<file path="src/common/tmr_pkg.sv">
// package: register map, control field positions and reset values of the timer family
package tmr_pkg;
  localparam int NUM_TMR = 3;
  localparam int IDX_A = 0;
  localparam int IDX_B = 1;
  localparam int IDX_C = 2;
  localparam int DATA_W = 16;
  localparam int TMR_STRIDE = 3;
  localparam int CNT_OFS = 0;
  localparam int PER_OFS = 1;
  localparam int CTL_OFS = 2;
  localparam int IRQ_BASE = 9;
  localparam int RUN_BIT = 15;
  localparam int IDLE_BIT = 13;
  localparam int GATE_BIT = 6;
  localparam int PSC_HI = 5;
  localparam int PSC_LO = 4;
  localparam int PAIR_BIT = 3;
  localparam int SYNC_BIT = 2;
  localparam int TCS_BIT = 1;
  localparam int LPO_BIT = 0;
  localparam int FLAG_BIT = 0;
  localparam int IEN_BIT = 1;
  localparam int PRIO_HI = 6;
  localparam int PRIO_LO = 4;
  localparam logic [15:0] CTL_MASK_A = 16'ha077;
  localparam logic [15:0] CTL_MASK_B = 16'ha07a;
  localparam logic [15:0] CTL_MASK_C = 16'ha072;
  localparam logic [15:0] CTL_RESET = 16'h0000;
  localparam logic [7:0] PSC_MASK_1 = 8'h00;
  localparam logic [7:0] PSC_MASK_8 = 8'h07;
  localparam logic [7:0] PSC_MASK_64 = 8'h3f;
  localparam logic [7:0] PSC_MASK_256 = 8'hff;
  localparam logic [1:0] PSC_DIV1 = 2'h0;
  localparam logic [1:0] PSC_DIV8 = 2'h1;
  localparam logic [1:0] PSC_DIV64 = 2'h2;
  localparam logic [1:0] PSC_DIV256 = 2'h3;
endpackage

</file>
<file path="src/design/tmr_family.sv">
// design: three 16-bit timers (types a, b, c) with pairing, prescaler, sync and register port
`timescale 1ns/10ps
`default_nettype none

////////////////////////////////////////////////////////////////////////////////////////////////////
module tmr_family import tmr_pkg::*; #(
  parameter int ADDR_W = 5
) (
  input wire logic i_clk,
  input wire logic i_rst,
  input wire logic [ADDR_W-1:0] i_addr,
  input wire logic [15:0] i_wdata,
  input wire logic i_wr,
  input wire logic i_rd,
  input wire logic i_idle,
  input wire logic i_lposc_clk,
  input wire logic [2:0] i_ext_clk,
  output logic [15:0] o_rdata,
  output logic [2:0] o_irq,
  output logic [8:0] o_irq_prio,
  output logic o_adc_trig
);

  if (ADDR_W < 4) begin : g_chk
    $error("ADDR_W too small for the register map");
  end

  typedef struct packed {
    logic [2:0][15:0] count;
    logic [2:0][15:0] period;
    logic [2:0][15:0] ctrl;
    logic [2:0] ien;
    logic [2:0] iflag;
    logic [2:0][2:0] iprio;
    logic [2:0][7:0] psc;
    logic [2:0] raw_q;
    logic [2:0] tgl;
    logic [2:0] s1;
    logic [2:0] s2;
    logic [2:0] s3;
    logic [2:0] irq;
    logic adc;
    logic [15:0] rdata;
  } tmr_state_s;

  tmr_state_s q;
  tmr_state_s n;
  logic [2:0] tick;
  logic [2:0] runok;
  logic [2:0] raw;
  logic match_c;

  function automatic logic [7:0] psc_mask(input logic [1:0] sel);
    logic [7:0] m;
    m = PSC_MASK_1;
    unique case (sel)
      PSC_DIV1: m = PSC_MASK_1;
      PSC_DIV8: m = PSC_MASK_8;
      PSC_DIV64: m = PSC_MASK_64;
      PSC_DIV256: m = PSC_MASK_256;
    endcase
    return m;
  endfunction

  function automatic logic [ADDR_W-1:0] reg_addr(input int base, input int ofs);
    return ADDR_W'(base + ofs);
  endfunction

  ////////////////////////////////////////////////////////////////////////////////////////////////
  // next state
  always_comb begin
    logic ev;
    logic pulse;
    logic synced;
    logic clock_source_select;
    logic pair;
    logic [7:0] msk;
    logic [2:0] hwset;
    logic [31:0] pc;
    logic [15:0] wmask;
    ev = 1'b0;
    pulse = 1'b0;
    synced = 1'b0;
    clock_source_select = 1'b0;
    msk = 8'h00;
    hwset = 3'h0;
    pc = 32'h0;
    wmask = 16'h0000;
    n = q;
    tick = 3'h0;
    runok = 3'h0;
    match_c = 1'b0;
    pair = q.ctrl[IDX_B][PAIR_BIT];
    raw = i_ext_clk;
    if (q.ctrl[IDX_A][LPO_BIT]) begin
      raw[IDX_A] = i_lposc_clk;
    end
    n.raw_q = raw;
    for (int i = 0; i < NUM_TMR; i++) begin
      runok[i] = q.ctrl[i][RUN_BIT] && !(i_idle && q.ctrl[i][IDLE_BIT]);
      if (i == IDX_C && pair) begin
        runok[i] = 1'b0;
      end
      clock_source_select = q.ctrl[i][TCS_BIT];
      if (clock_source_select) begin
        if (i == IDX_C) begin
          ev = q.s2[i] && !q.s3[i];
        end else begin
          ev = raw[i] && !q.raw_q[i];
        end
      end else begin
        ev = q.ctrl[i][GATE_BIT] ? raw[i] : 1'b1;
      end
      msk = psc_mask(q.ctrl[i][PSC_HI:PSC_LO]);
      pulse = runok[i] && ev && ((q.psc[i] & msk) == msk);
      if (!runok[i] || pulse) begin
        n.psc[i] = 8'h00;
      end else if (ev) begin
        n.psc[i] = q.psc[i] + 8'h01;
      end
      n.tgl[i] = q.tgl[i] ^ pulse;
      n.s1[i] = (i == IDX_C) ? raw[i] : q.tgl[i];
      n.s2[i] = q.s1[i];
      n.s3[i] = q.s2[i];
      synced = clock_source_select && ((i == IDX_B) || (i == IDX_A && q.ctrl[IDX_A][SYNC_BIT]));
      tick[i] = synced ? (runok[i] && (q.s2[i] ^ q.s3[i])) : pulse;
      if (tick[i] && !(i == IDX_B && pair)) begin
        if (q.count[i] == q.period[i]) begin
          n.count[i] = 16'h0000;
          hwset[i] = 1'b1;
          if (i == IDX_C) begin
            match_c = 1'b1;
          end
        end else begin
          n.count[i] = q.count[i] + 16'h0001;
        end
      end
    end
    if (pair && tick[IDX_B]) begin
      pc = {q.count[IDX_C], q.count[IDX_B]};
      if (pc == {q.period[IDX_C], q.period[IDX_B]}) begin
        pc = 32'h0;
        hwset[IDX_C] = 1'b1;
        match_c = 1'b1;
      end else begin
        pc = pc + 32'h1;
      end
      n.count[IDX_C] = pc[31:16];
      n.count[IDX_B] = pc[15:0];
    end
    n.iflag = q.iflag | hwset;
    n.adc = match_c;
    n.rdata = 16'h0000;
    for (int i = 0; i < NUM_TMR; i++) begin
      wmask = (i == IDX_A) ? CTL_MASK_A : ((i == IDX_B) ? CTL_MASK_B : CTL_MASK_C);
      if (i_wr) begin
        if (i_addr == reg_addr(TMR_STRIDE * i, CNT_OFS)) begin
          n.count[i] = i_wdata;
        end
        if (i_addr == reg_addr(TMR_STRIDE * i, PER_OFS)) begin
          n.period[i] = i_wdata;
        end
        if (i_addr == reg_addr(TMR_STRIDE * i, CTL_OFS)) begin
          n.ctrl[i] = i_wdata & wmask;
        end
        if (i_addr == reg_addr(IRQ_BASE, i)) begin
          n.iflag[i] = i_wdata[FLAG_BIT] | hwset[i];
          n.ien[i] = i_wdata[IEN_BIT];
          n.iprio[i] = i_wdata[PRIO_HI:PRIO_LO];
        end
      end
      if (i_rd) begin
        if (i_addr == reg_addr(TMR_STRIDE * i, CNT_OFS)) begin
          n.rdata = q.count[i];
        end
        if (i_addr == reg_addr(TMR_STRIDE * i, PER_OFS)) begin
          n.rdata = q.period[i];
        end
        if (i_addr == reg_addr(TMR_STRIDE * i, CTL_OFS)) begin
          n.rdata = q.ctrl[i];
        end
        if (i_addr == reg_addr(IRQ_BASE, i)) begin
          n.rdata[FLAG_BIT] = q.iflag[i];
          n.rdata[IEN_BIT] = q.ien[i];
          n.rdata[PRIO_HI:PRIO_LO] = q.iprio[i];
        end
      end
    end
    n.irq = n.iflag & n.ien;
  end

  ////////////////////////////////////////////////////////////////////////////////////////////////
  // state register
  always_ff @(posedge i_clk) begin
    if (i_rst) begin
      q <= '0;
    end else begin
      q <= n;
    end
  end

  assign o_rdata = q.rdata;
  assign o_irq = q.irq;
  assign o_irq_prio = q.iprio;
  assign o_adc_trig = q.adc;
endmodule
`default_nettype wire

</file>
<file path="config.mk">
export PLATFORM = sky130hd
export DESIGN_NAME = tmr_family
export DESIGN_NICKNAME = d
export VERILOG_FILES = /design/src/common/tmr_pkg.sv /design/src/design/tmr_family.sv
export SDC_FILE = /design/constraint.sdc
export NUM_CORES = 1
export LEC_CHECK = 0
export BUFFER_PORTS_ARGS = -buffer_cell sky130_fd_sc_hd__buf_4
export CORE_UTILIZATION = 25
export DETAILED_ROUTE_END_ITERATION = 10
export HOLD_SLACK_MARGIN = 0.1
export PLACE_DENSITY_LB_ADDON = 0.25
export SYNTH_ARGS = -nofsm -noshare
export SYNTH_HDL_FRONTEND = slang
export SYNTH_SLANG_ARGS = --single-unit
export TNS_END_PERCENT = 50
</file>
<file path="constraint.sdc">
create_clock -name i_clk -period 2.95 [get_ports i_clk]
set_input_delay 0.4425 -clock i_clk [delete_from_list [all_inputs] [get_ports i_clk]]
set_output_delay 0.4425 -clock i_clk [all_outputs]
set_load 0.02 [all_outputs]
</file>
; ---- Yosys cells after proc, flatten, opt, wreduce, memory -nomap -nowiden
; Index checks and enable logic that the tools add are counted.
; Widths: inputs -> output; s select.
[classes]
add_sub_neg = 7
eq_ne = 27
muxes = 65
n_bitwise = 13
reduce_logical = 49
[ops]
columns = operator, n
row1 = $mux 16, 24
row2 = $pmux 8 s4, 3
row3 = $mux 32, 2
row4 = $add 16x1->16 const B, 3
row5 = $eq 16x16->1, 3
row6 = $add 32x1->32 const B, 1
row7 = $eq 32x32->1, 1
row8 = $mux 1, 30
row9 = $add 8x1->8 const B, 3
row10 = $and 8x8->8, 3
row11 = $eq 8x8->1, 3
row12 = $eq 5x3->1 const B, 4
row13 = $eq 5x4->1 const B, 4
row14 = $logic_and 1x1->1, 20
row15 = $reduce_and 2->1, 9
row16 = $eq 2x2->1 const B, 6
row17 = $eq 5x2->1 const B, 2
row18 = $logic_not 1->1, 10
row19 = $mux 3, 3
row20 = $eq 2x1->1 const B, 3
row21 = $logic_not 2->1, 3
row22 = $mux 2, 3
row23 = $reduce_or 2->1, 3
row24 = $eq 5x1->1 const B, 1
row25 = other kinds (6), 14
[totals]
reg_bits = 190
input_bits = 30
output_inout_bits = 29
wordCells = 186

; ---- Depth between registers and ports, before layout
; Gate-level depths: netlist of run 1.
[logic_depth]
word_depth = 16
ltp_mapped = 9
ltp_nobuf = 9

; ---- Least setup slack after synthesis of run 1
; OpenSTA, ideal clock, no wires.
[synth_timing]
kind = register -> register
start = register q[207] in the netlist's numbering
end = register q[214] in the netlist's numbering
setup_ps = 132
arrival_time_ps = 1975
required_ps = 2818
path_slack_ps = 843
path_stages_with_launch = 10
n_path_buf = 1
period_less_slack_ps = 2107
cell_sequence = dfxtp_1 buf_6 xnor2_2 nand4_1 nor4_4 nand2_4 a32oi_2 nor4_1 a211oi_1 nor3_1
[synth_between]
elab_chain_cells = 6
word_cells_on_any_way = 10
classes_between = add/sub (2) / eq/ne (2) / mux (6)
[synth_rtl]
columns = element, line_no
row1 = "start, declared", tmr_family.sv:46  ; tmr_state_s q;
row2 = "start signal, assigned", tmr_family.sv:198  ; q <= n;
row3 = $add 16x1->16 / $eq 16x16->1 (equally long branches), "tmr_family.sv:135, tmr_family.sv:128"
row4 = $mux 16, tmr_family.sv:128  ; if (q.count[i] == q.period[i]) begin
row5 = $mux 16, tmr_family.sv:127  ; if (tick[i] && !(i == IDX_B && pair)) begin
row6 = $mux 32 *, tmr_family.sv:139  ; if (pair && tick[IDX_B]) begin
row7 = $mux 16, tmr_family.sv:157  ; if (i_addr == reg_addr(TMR_STRIDE * i, CNT_OFS)) begin
row8 = $mux 16 *, tmr_family.sv:156  ; if (i_wr) begin
; Mark *: on every way between the ends. The rest lies on a longest branch, timed or not.
; A chain may end at the register's enable or synchronous reset.

; ---- Worst setup path after layout of run 1
[layout_timing]
start = register q[202] in the netlist's numbering
end = register q[213] in the netlist's numbering
; Same word-level chain as after synthesis.

==> flow_metrics.env, run 1 <==
export IMPL_ys_flop_type="dfxtp_1"
export IMPL_total_power_mw=5.39
export IMPL_finalCriticalPeriod_ns=2.53
export IMPL_cp_cell_sequence="and3_2 > nand3_2 > or4_4 > a21boi_0 > o2bb2ai_1 > o21ai_0 > nand2_1 > a211oi_1"
export IMPL_cts_tree="yes"
export IMPL_final_cell_mix="nand2_1, dfxtp_1, nor2_1"
export IMPL_grt_use_met1_pct=23.0
export IMPL_syn_area_mm2=0.00995
export IMPL_crit_buf_inv=0
export IMPL_finalNetCount=1283
export IMPL_path_clk_slew_ns=0.08
export IMPL_dieArea_mm2=0.0406
export IMPL_power_switching_mw=1.49
export IMPL_mostFrequentLayoutCell="nand2_1"
export IMPL_syn_avg_cell_area_um2=8.11
export IMPL_overflow=0
export IMPL_fin_worst_skew_ns=0.0149
export IMPL_ys_seq_area_share_pct=38.0
export IMPL_final_util_pct=29.4
export IMPL_syn_num_nets=1264
export IMPL_area_growth_pct=14.8
export IMPL_clk_path_buf_depth=2
export IMPL_switching_share_pct=27.6
export IMPL_clock_latency_ns=0.46
export IMPL_power_frac_seq_pct=48.1
export IMPL_ctsResizeCount=0
export IMPL_synth_warnings=0
export IMPL_ant_nets=0
export IMPL_placed_area_mm2=0.0108
export IMPL_synth_edf_count=0
export IMPL_async_flop_share_pct=0
export IMPL_tightest_slew_ns=0.662
export IMPL_clock_sinks=189
export IMPL_htreeDepth=4
export IMPL_busiest_layer="met2"
export IMPL_die_width_um=202
export IMPL_antenna_cells=0
export IMPL_max_cap_violations=0
export IMPL_critPathRequiredTime_ns=3.28
export IMPL_cp_top_family="simple AND/OR/NAND/NOR gates"
export IMPL_power_leakage_nw=3.94
export IMPL_initial_utilization_pct=25.6
export IMPL_dr_pass1_iters=5
export IMPL_p_clk_share_pct=44.8
export IMPL_num_rows=72
export IMPL_core_mm2=0.0389
export IMPL_grt_pass1_wl_mm=51.7
export IMPL_grt_antenna_before_repair=1
export IMPL_root_buffer="clkbuf_16"
export IMPL_place_hpwl_mm=24.8
export IMPL_timing_fmax_mhz=395
export IMPL_grt_max_degree=70
export IMPL_met2_usage_pct=26.4
export IMPL_critical_path_startpoint_type="flop"
export IMPL_drt_iter0_markers=783
export IMPL_finalHoldViolCount=0
export IMPL_stdcell_area_mm2=0.0114
export IMPL_slew_headroom_pct=55.3
export IMPL_grt_usage_pct=16.7
export IMPL_ys_seq_elements=189
export IMPL_cts_hold_buf=0
export IMPL_port_buffers=58
export IMPL_hold_path_class="input port to flop"
export IMPL_power_internal_mw=3.90
export IMPL_wl_mm=33.7
export IMPL_p_per_area_mw_per_mm2=472
export IMPL_synth_cell_types=79
export IMPL_drc=0
export IMPL_status="complete, no violations"
export IMPL_critical_path_class="flop to flop"
export IMPL_io_pins=59
export IMPL_drv_slew=0
export IMPL_r2r_slack_ns=0.42
export IMPL_drive_gt1_share_pct=13.7
export IMPL_timing_final_crit_share_pct=85.8
export IMPL_ir_worst_vdd_mv=0.345
export IMPL_cp_arrival_ns=2.87
export IMPL_gp_congestion=0.886
export IMPL_vias=8902
export IMPL_worstPathMaxFanout=7
export IMPL_die_height_um=202
export IMPL_max_stage_delay_ns=0.61
export IMPL_via_per_inst=5.01
export IMPL_syn_inst=1228
export IMPL_post_cts_buffers=0
export IMPL_met3_usage_pct=2.80
export IMPL_fin_tns_setup_ns=0
export IMPL_setup_viol=0
export IMPL_numCtsBuffers=17
export IMPL_cp_end_kind="flop"
export IMPL_hold_worst_slack_ns=0.216
export IMPL_pwr_share_comb_pct=7.1
export IMPL_wl_per_cell_um=19.0
export IMPL_cp_slowest_cell="or4_4"
export IMPL_rsz0062_at_grt="no"
export IMPL_grt_pass1_vias=8443
-- layer usage --
| metal | vias up | part of all wire (%) |
|---|---|---|
| met2 | 269 | 46 |
| met1 | 4261 | 47 |
| met3 | 44 | 5.4 |
| li1 | 4326 | - |
| met4 | 2 | 1.9 |
| met5 | - | 0.036 |
-- final timing paths --
path | start | end | cells after the start
max | q[202] | q[213] | 8
min | i_ext_clk[2] | n[25] | 2
max reg2reg | q[202] | q[213] | 8
min reg2reg | n[24] | n[21] | 1
-- metrics by stage --
stage,worst slack [ns],cells
2_1_floorplan,0.843,1228
3_3_place_gp,0.310,1746
3_5_place_dp,0.212,1746
4_1_cts,0.418,1778
5_1_grt,0.256,1778
6_report,0.418,1778
-- cells by family after synthesis --
| group | synth area share, % |
|---|---|
| muxes | 5.23 |
| and+or+nand+nor | 24.6 |
| adders and majority gates | 0.754 |
| AOI/OAI and AO/OA | 16.8 |
| xor gates and xnor gates | 8.77 |
| DFF | 38.0 |
| buffers and inverters | 5.78 |
-- synthesized netlist by cell type, types with 10 or more instances --
| cell | count | area, µm² |
|---|---|---|
| nand2_1 | 194 | 728 |
| a21oi_1 | 87 | 435 |
| and3_1 | 18 | 113 |
| mux2i_1 | 43 | 430 |
| nand4_1 | 28 | 175 |
| nor3_1 | 25 | 125 |
| nand3_1 | 50 | 250 |
| buf_2 | 13 | 65.1 |
| buf_4 | 30 | 225 |
| a22oi_1 | 16 | 120 |
| o21ai_0 | 56 | 280 |
| xnor2_1 | 69 | 604 |
| o21ai_1 | 10 | 50.1 |
| nor2b_1 | 18 | 113 |
| dfxtp_1 | 189 | 3780 |
| a211oi_1 | 11 | 82.6 |
| xor2_1 | 27 | 236 |
| clkbuf_1 | 49 | 184 |
| nor2_1 | 134 | 503 |
-- sequential cells by signal (all words and copies together) (netlist names) --
register / flops
o_irq_prio: 9
o_adc_trig: 1
q: 152
o_rdata: 16
n: 8
o_irq: 3
-- power by group through the flow --
stage / clock (mW) / sequential, mW / combinational [mW]
floorplan: 0 / 2.64 / 0.216
global placement: 0 / 2.65 / 0.384
detailed placement: 0 / 2.65 / 0.382
CTS: 2.47 / 2.59 / 0.383
global route: 2.57 / 2.59 / 0.414
finish: 2.41 / 2.59 / 0.385
-- layout make-up --
cell class                 instances  area, µm²
clock inverter                    15        174
multi-input combinational        930       5600
tap                              518        648
timing repair buffer             101        771
fill                            4226      27500
inverter                           8       30.0
clock buffer                      17        425
sequential                       189       3780
Note: power is estimated with default switching activity, not from simulation.
==> run 2, diff against run 1 <==
Settings changed: CORE_UTILIZATION 25 to 40.
==> run 2 against run 1 <==
  * Register-to-register slack better by 0.07 ns
  * Critical path depth rose by 1
  * Die area shrank 37%
  * Non-clock buffer count fell by 3
  * Worst setup slack gained 0.071 ns
  * Critical path type unchanged
  * Highest routed layer is now met4
==> flow_metrics.env, run 2 (synthesized netlist as in run 1, its figures left out) <==
export IMPL_wl_mm=29.9
export IMPL_timing_fmax_mhz=406
export IMPL_fin_worst_skew_ns=0.0139
export IMPL_drv_slew=0
export IMPL_total_power_mw=5.35
export IMPL_finalCriticalPeriod_ns=2.46
export IMPL_path_clk_slew_ns=0.08
export IMPL_clock_latency_ns=0.45
export IMPL_rsz0062_at_grt="no"
export IMPL_root_buffer="clkbuf_16"
export IMPL_cp_slowest_cell="dfxtp_1"
export IMPL_status="complete, no violations"
export IMPL_core_mm2=0.0244
export IMPL_initial_utilization_pct=40.8
export IMPL_max_cap_violations=0
export IMPL_place_hpwl_mm=21.8
export IMPL_dieArea_mm2=0.0255
export IMPL_ctsResizeCount=0
export IMPL_die_width_um=160
export IMPL_critical_path_startpoint_type="flop"
export IMPL_regMostFlops="q"
export IMPL_antenna_cells=0
export IMPL_cts_hold_buf=0
export IMPL_p_per_area_mw_per_mm2=478
export IMPL_setup_viol=0
export IMPL_grt_pass1_vias=8188
export IMPL_clock_sinks=189
export IMPL_via_per_inst=5.62
export IMPL_dr_pass1_iters=7
export IMPL_worstPathMaxFanout=9
export IMPL_slew_headroom_pct=52.3
export IMPL_area_growth_pct=12.3
export IMPL_vias=8890
export IMPL_cts_tree="yes"
export IMPL_numCtsBuffers=17
export IMPL_cp_cell_sequence="xnor2_1 > nand4_1 > nor4_4 > buf_4 > nand2_4 > a32oi_2 > nor4_1 > a211oi_1 > nor3_1"
export IMPL_grt_antenna_before_repair=0
export IMPL_critical_path_class="flop to flop"
export IMPL_largest_reg_flops=152
export IMPL_drt_iter0_markers=817
export IMPL_cp_arrival_ns=2.78
export IMPL_htreeDepth=4
export IMPL_finalNetCount=1280
export IMPL_port_buffers=58
export IMPL_overflow=0
export IMPL_num_rows=57
export IMPL_critPathRequiredTime_ns=3.27
export IMPL_gp_congestion=0.935
export IMPL_die_height_um=160
export IMPL_fin_tns_setup_ns=0
export IMPL_tightest_slew_ns=0.709
export IMPL_hold_path_class="input port to flop"
export IMPL_max_stage_delay_ns=0.51
export IMPL_grt_max_degree=131
export IMPL_ant_nets=0
export IMPL_cp_end_kind="flop"
export IMPL_post_cts_buffers=0
export IMPL_wl_per_cell_um=18.9
export IMPL_timing_final_crit_share_pct=83.4
export IMPL_ir_worst_vdd_mv=0.379
export IMPL_final_cell_mix="nand2_1, dfxtp_1, nor2_1"
export IMPL_drc=0
export IMPL_grt_pass1_wl_mm=46.7
export IMPL_mostFrequentLayoutCell="nand2_1"
export IMPL_grt_usage_pct=23.6
export IMPL_drive_gt1_share_pct=13.4
export IMPL_finalHoldViolCount=0
export IMPL_clk_path_buf_depth=2
export IMPL_power_leakage_nw=3.93
export IMPL_io_pins=59
-- run 2: changes by cell type in the layout (fill, tap and decap cells not counted), sizes merged --
cell | previous run | this run
buf | 101 | 98
bufinv | 1 | 0
clkinv | 4 | 9
clkinvlp | 1 | 0
inv | 17 | 14
-- run 2: worst max-delay path, delay by kind of cell (launching register included) --
| family | cells | cell delay [ns] |
|---|---|---|
| simple gates | 5 | 0.80 |
| compound gates | 2 | 0.55 |
| flops | 1 | 0.51 |
| buf+inv | 1 | 0.24 |
| xor+xnor | 1 | 0.23 |
-- run 2: final timing paths --
check | startpoint | to | slack [ns] | depth (start not counted)
max | q[212] | q[214] | 0.49 | 9
min | i_ext_clk[2] | n[25] | 0.21 | 2
max reg2reg | q[212] | q[214] | 0.49 | 9
min reg2reg | n[23] | n[20] | 0.45 | 1
-- run 2: routing by layer --
| layer | global-route usage (%) | up-vias | share of wire (%) |
|---|---|---|---|
| met4 | 7.91 | 0 | 2.1 |
| li1 | - | 4309 | - |
| met1 | 32.5 | 4221 | 45 |
| met5 | 0 | - | 0 |
| met3 | 4.29 | 41 | 6.7 |
| met2 | 37.0 | 319 | 46 |
-- run 2: where the power goes --
part / leakage (nW) / switching (mW) / total [mW] / internal, mW
Sequential: 1.52 / 0.0218 / 2.59 / 2.57
Clock: 0.299 / 1.22 / 2.38 / 1.16
Combinational: 2.10 / 0.254 / 0.374 / 0.119
Total: 3.93 / 1.50 / 5.35 / 3.85
-- run 2: layout make-up --
type                    instances  area, µm²
repair buffers                 98        748
clock inverters                15        194
multi-input cells             930       5600
clock buffers                  17        425
flip-flops and latches        189       3780
well taps                     324        405
inverters                       8       30.0
fillers                      2452      13200
-- run 2: per-stage QoR --
stage	setup slack (ns)	cell area (µm²)	hold slack (ns)	utilization (%)	instances
after floorplan	0.843	9950	0.414	-	1228
after global placement	0.363	10600	0.416	43.3	1549
after detailed placement	0.391	10600	0.429	43.3	1549
after CTS	0.456	11200	0.206	45.8	1581
after global routing	0.282	11200	0.208	45.8	1581
final	0.489	11200	0.214	45.8	1581
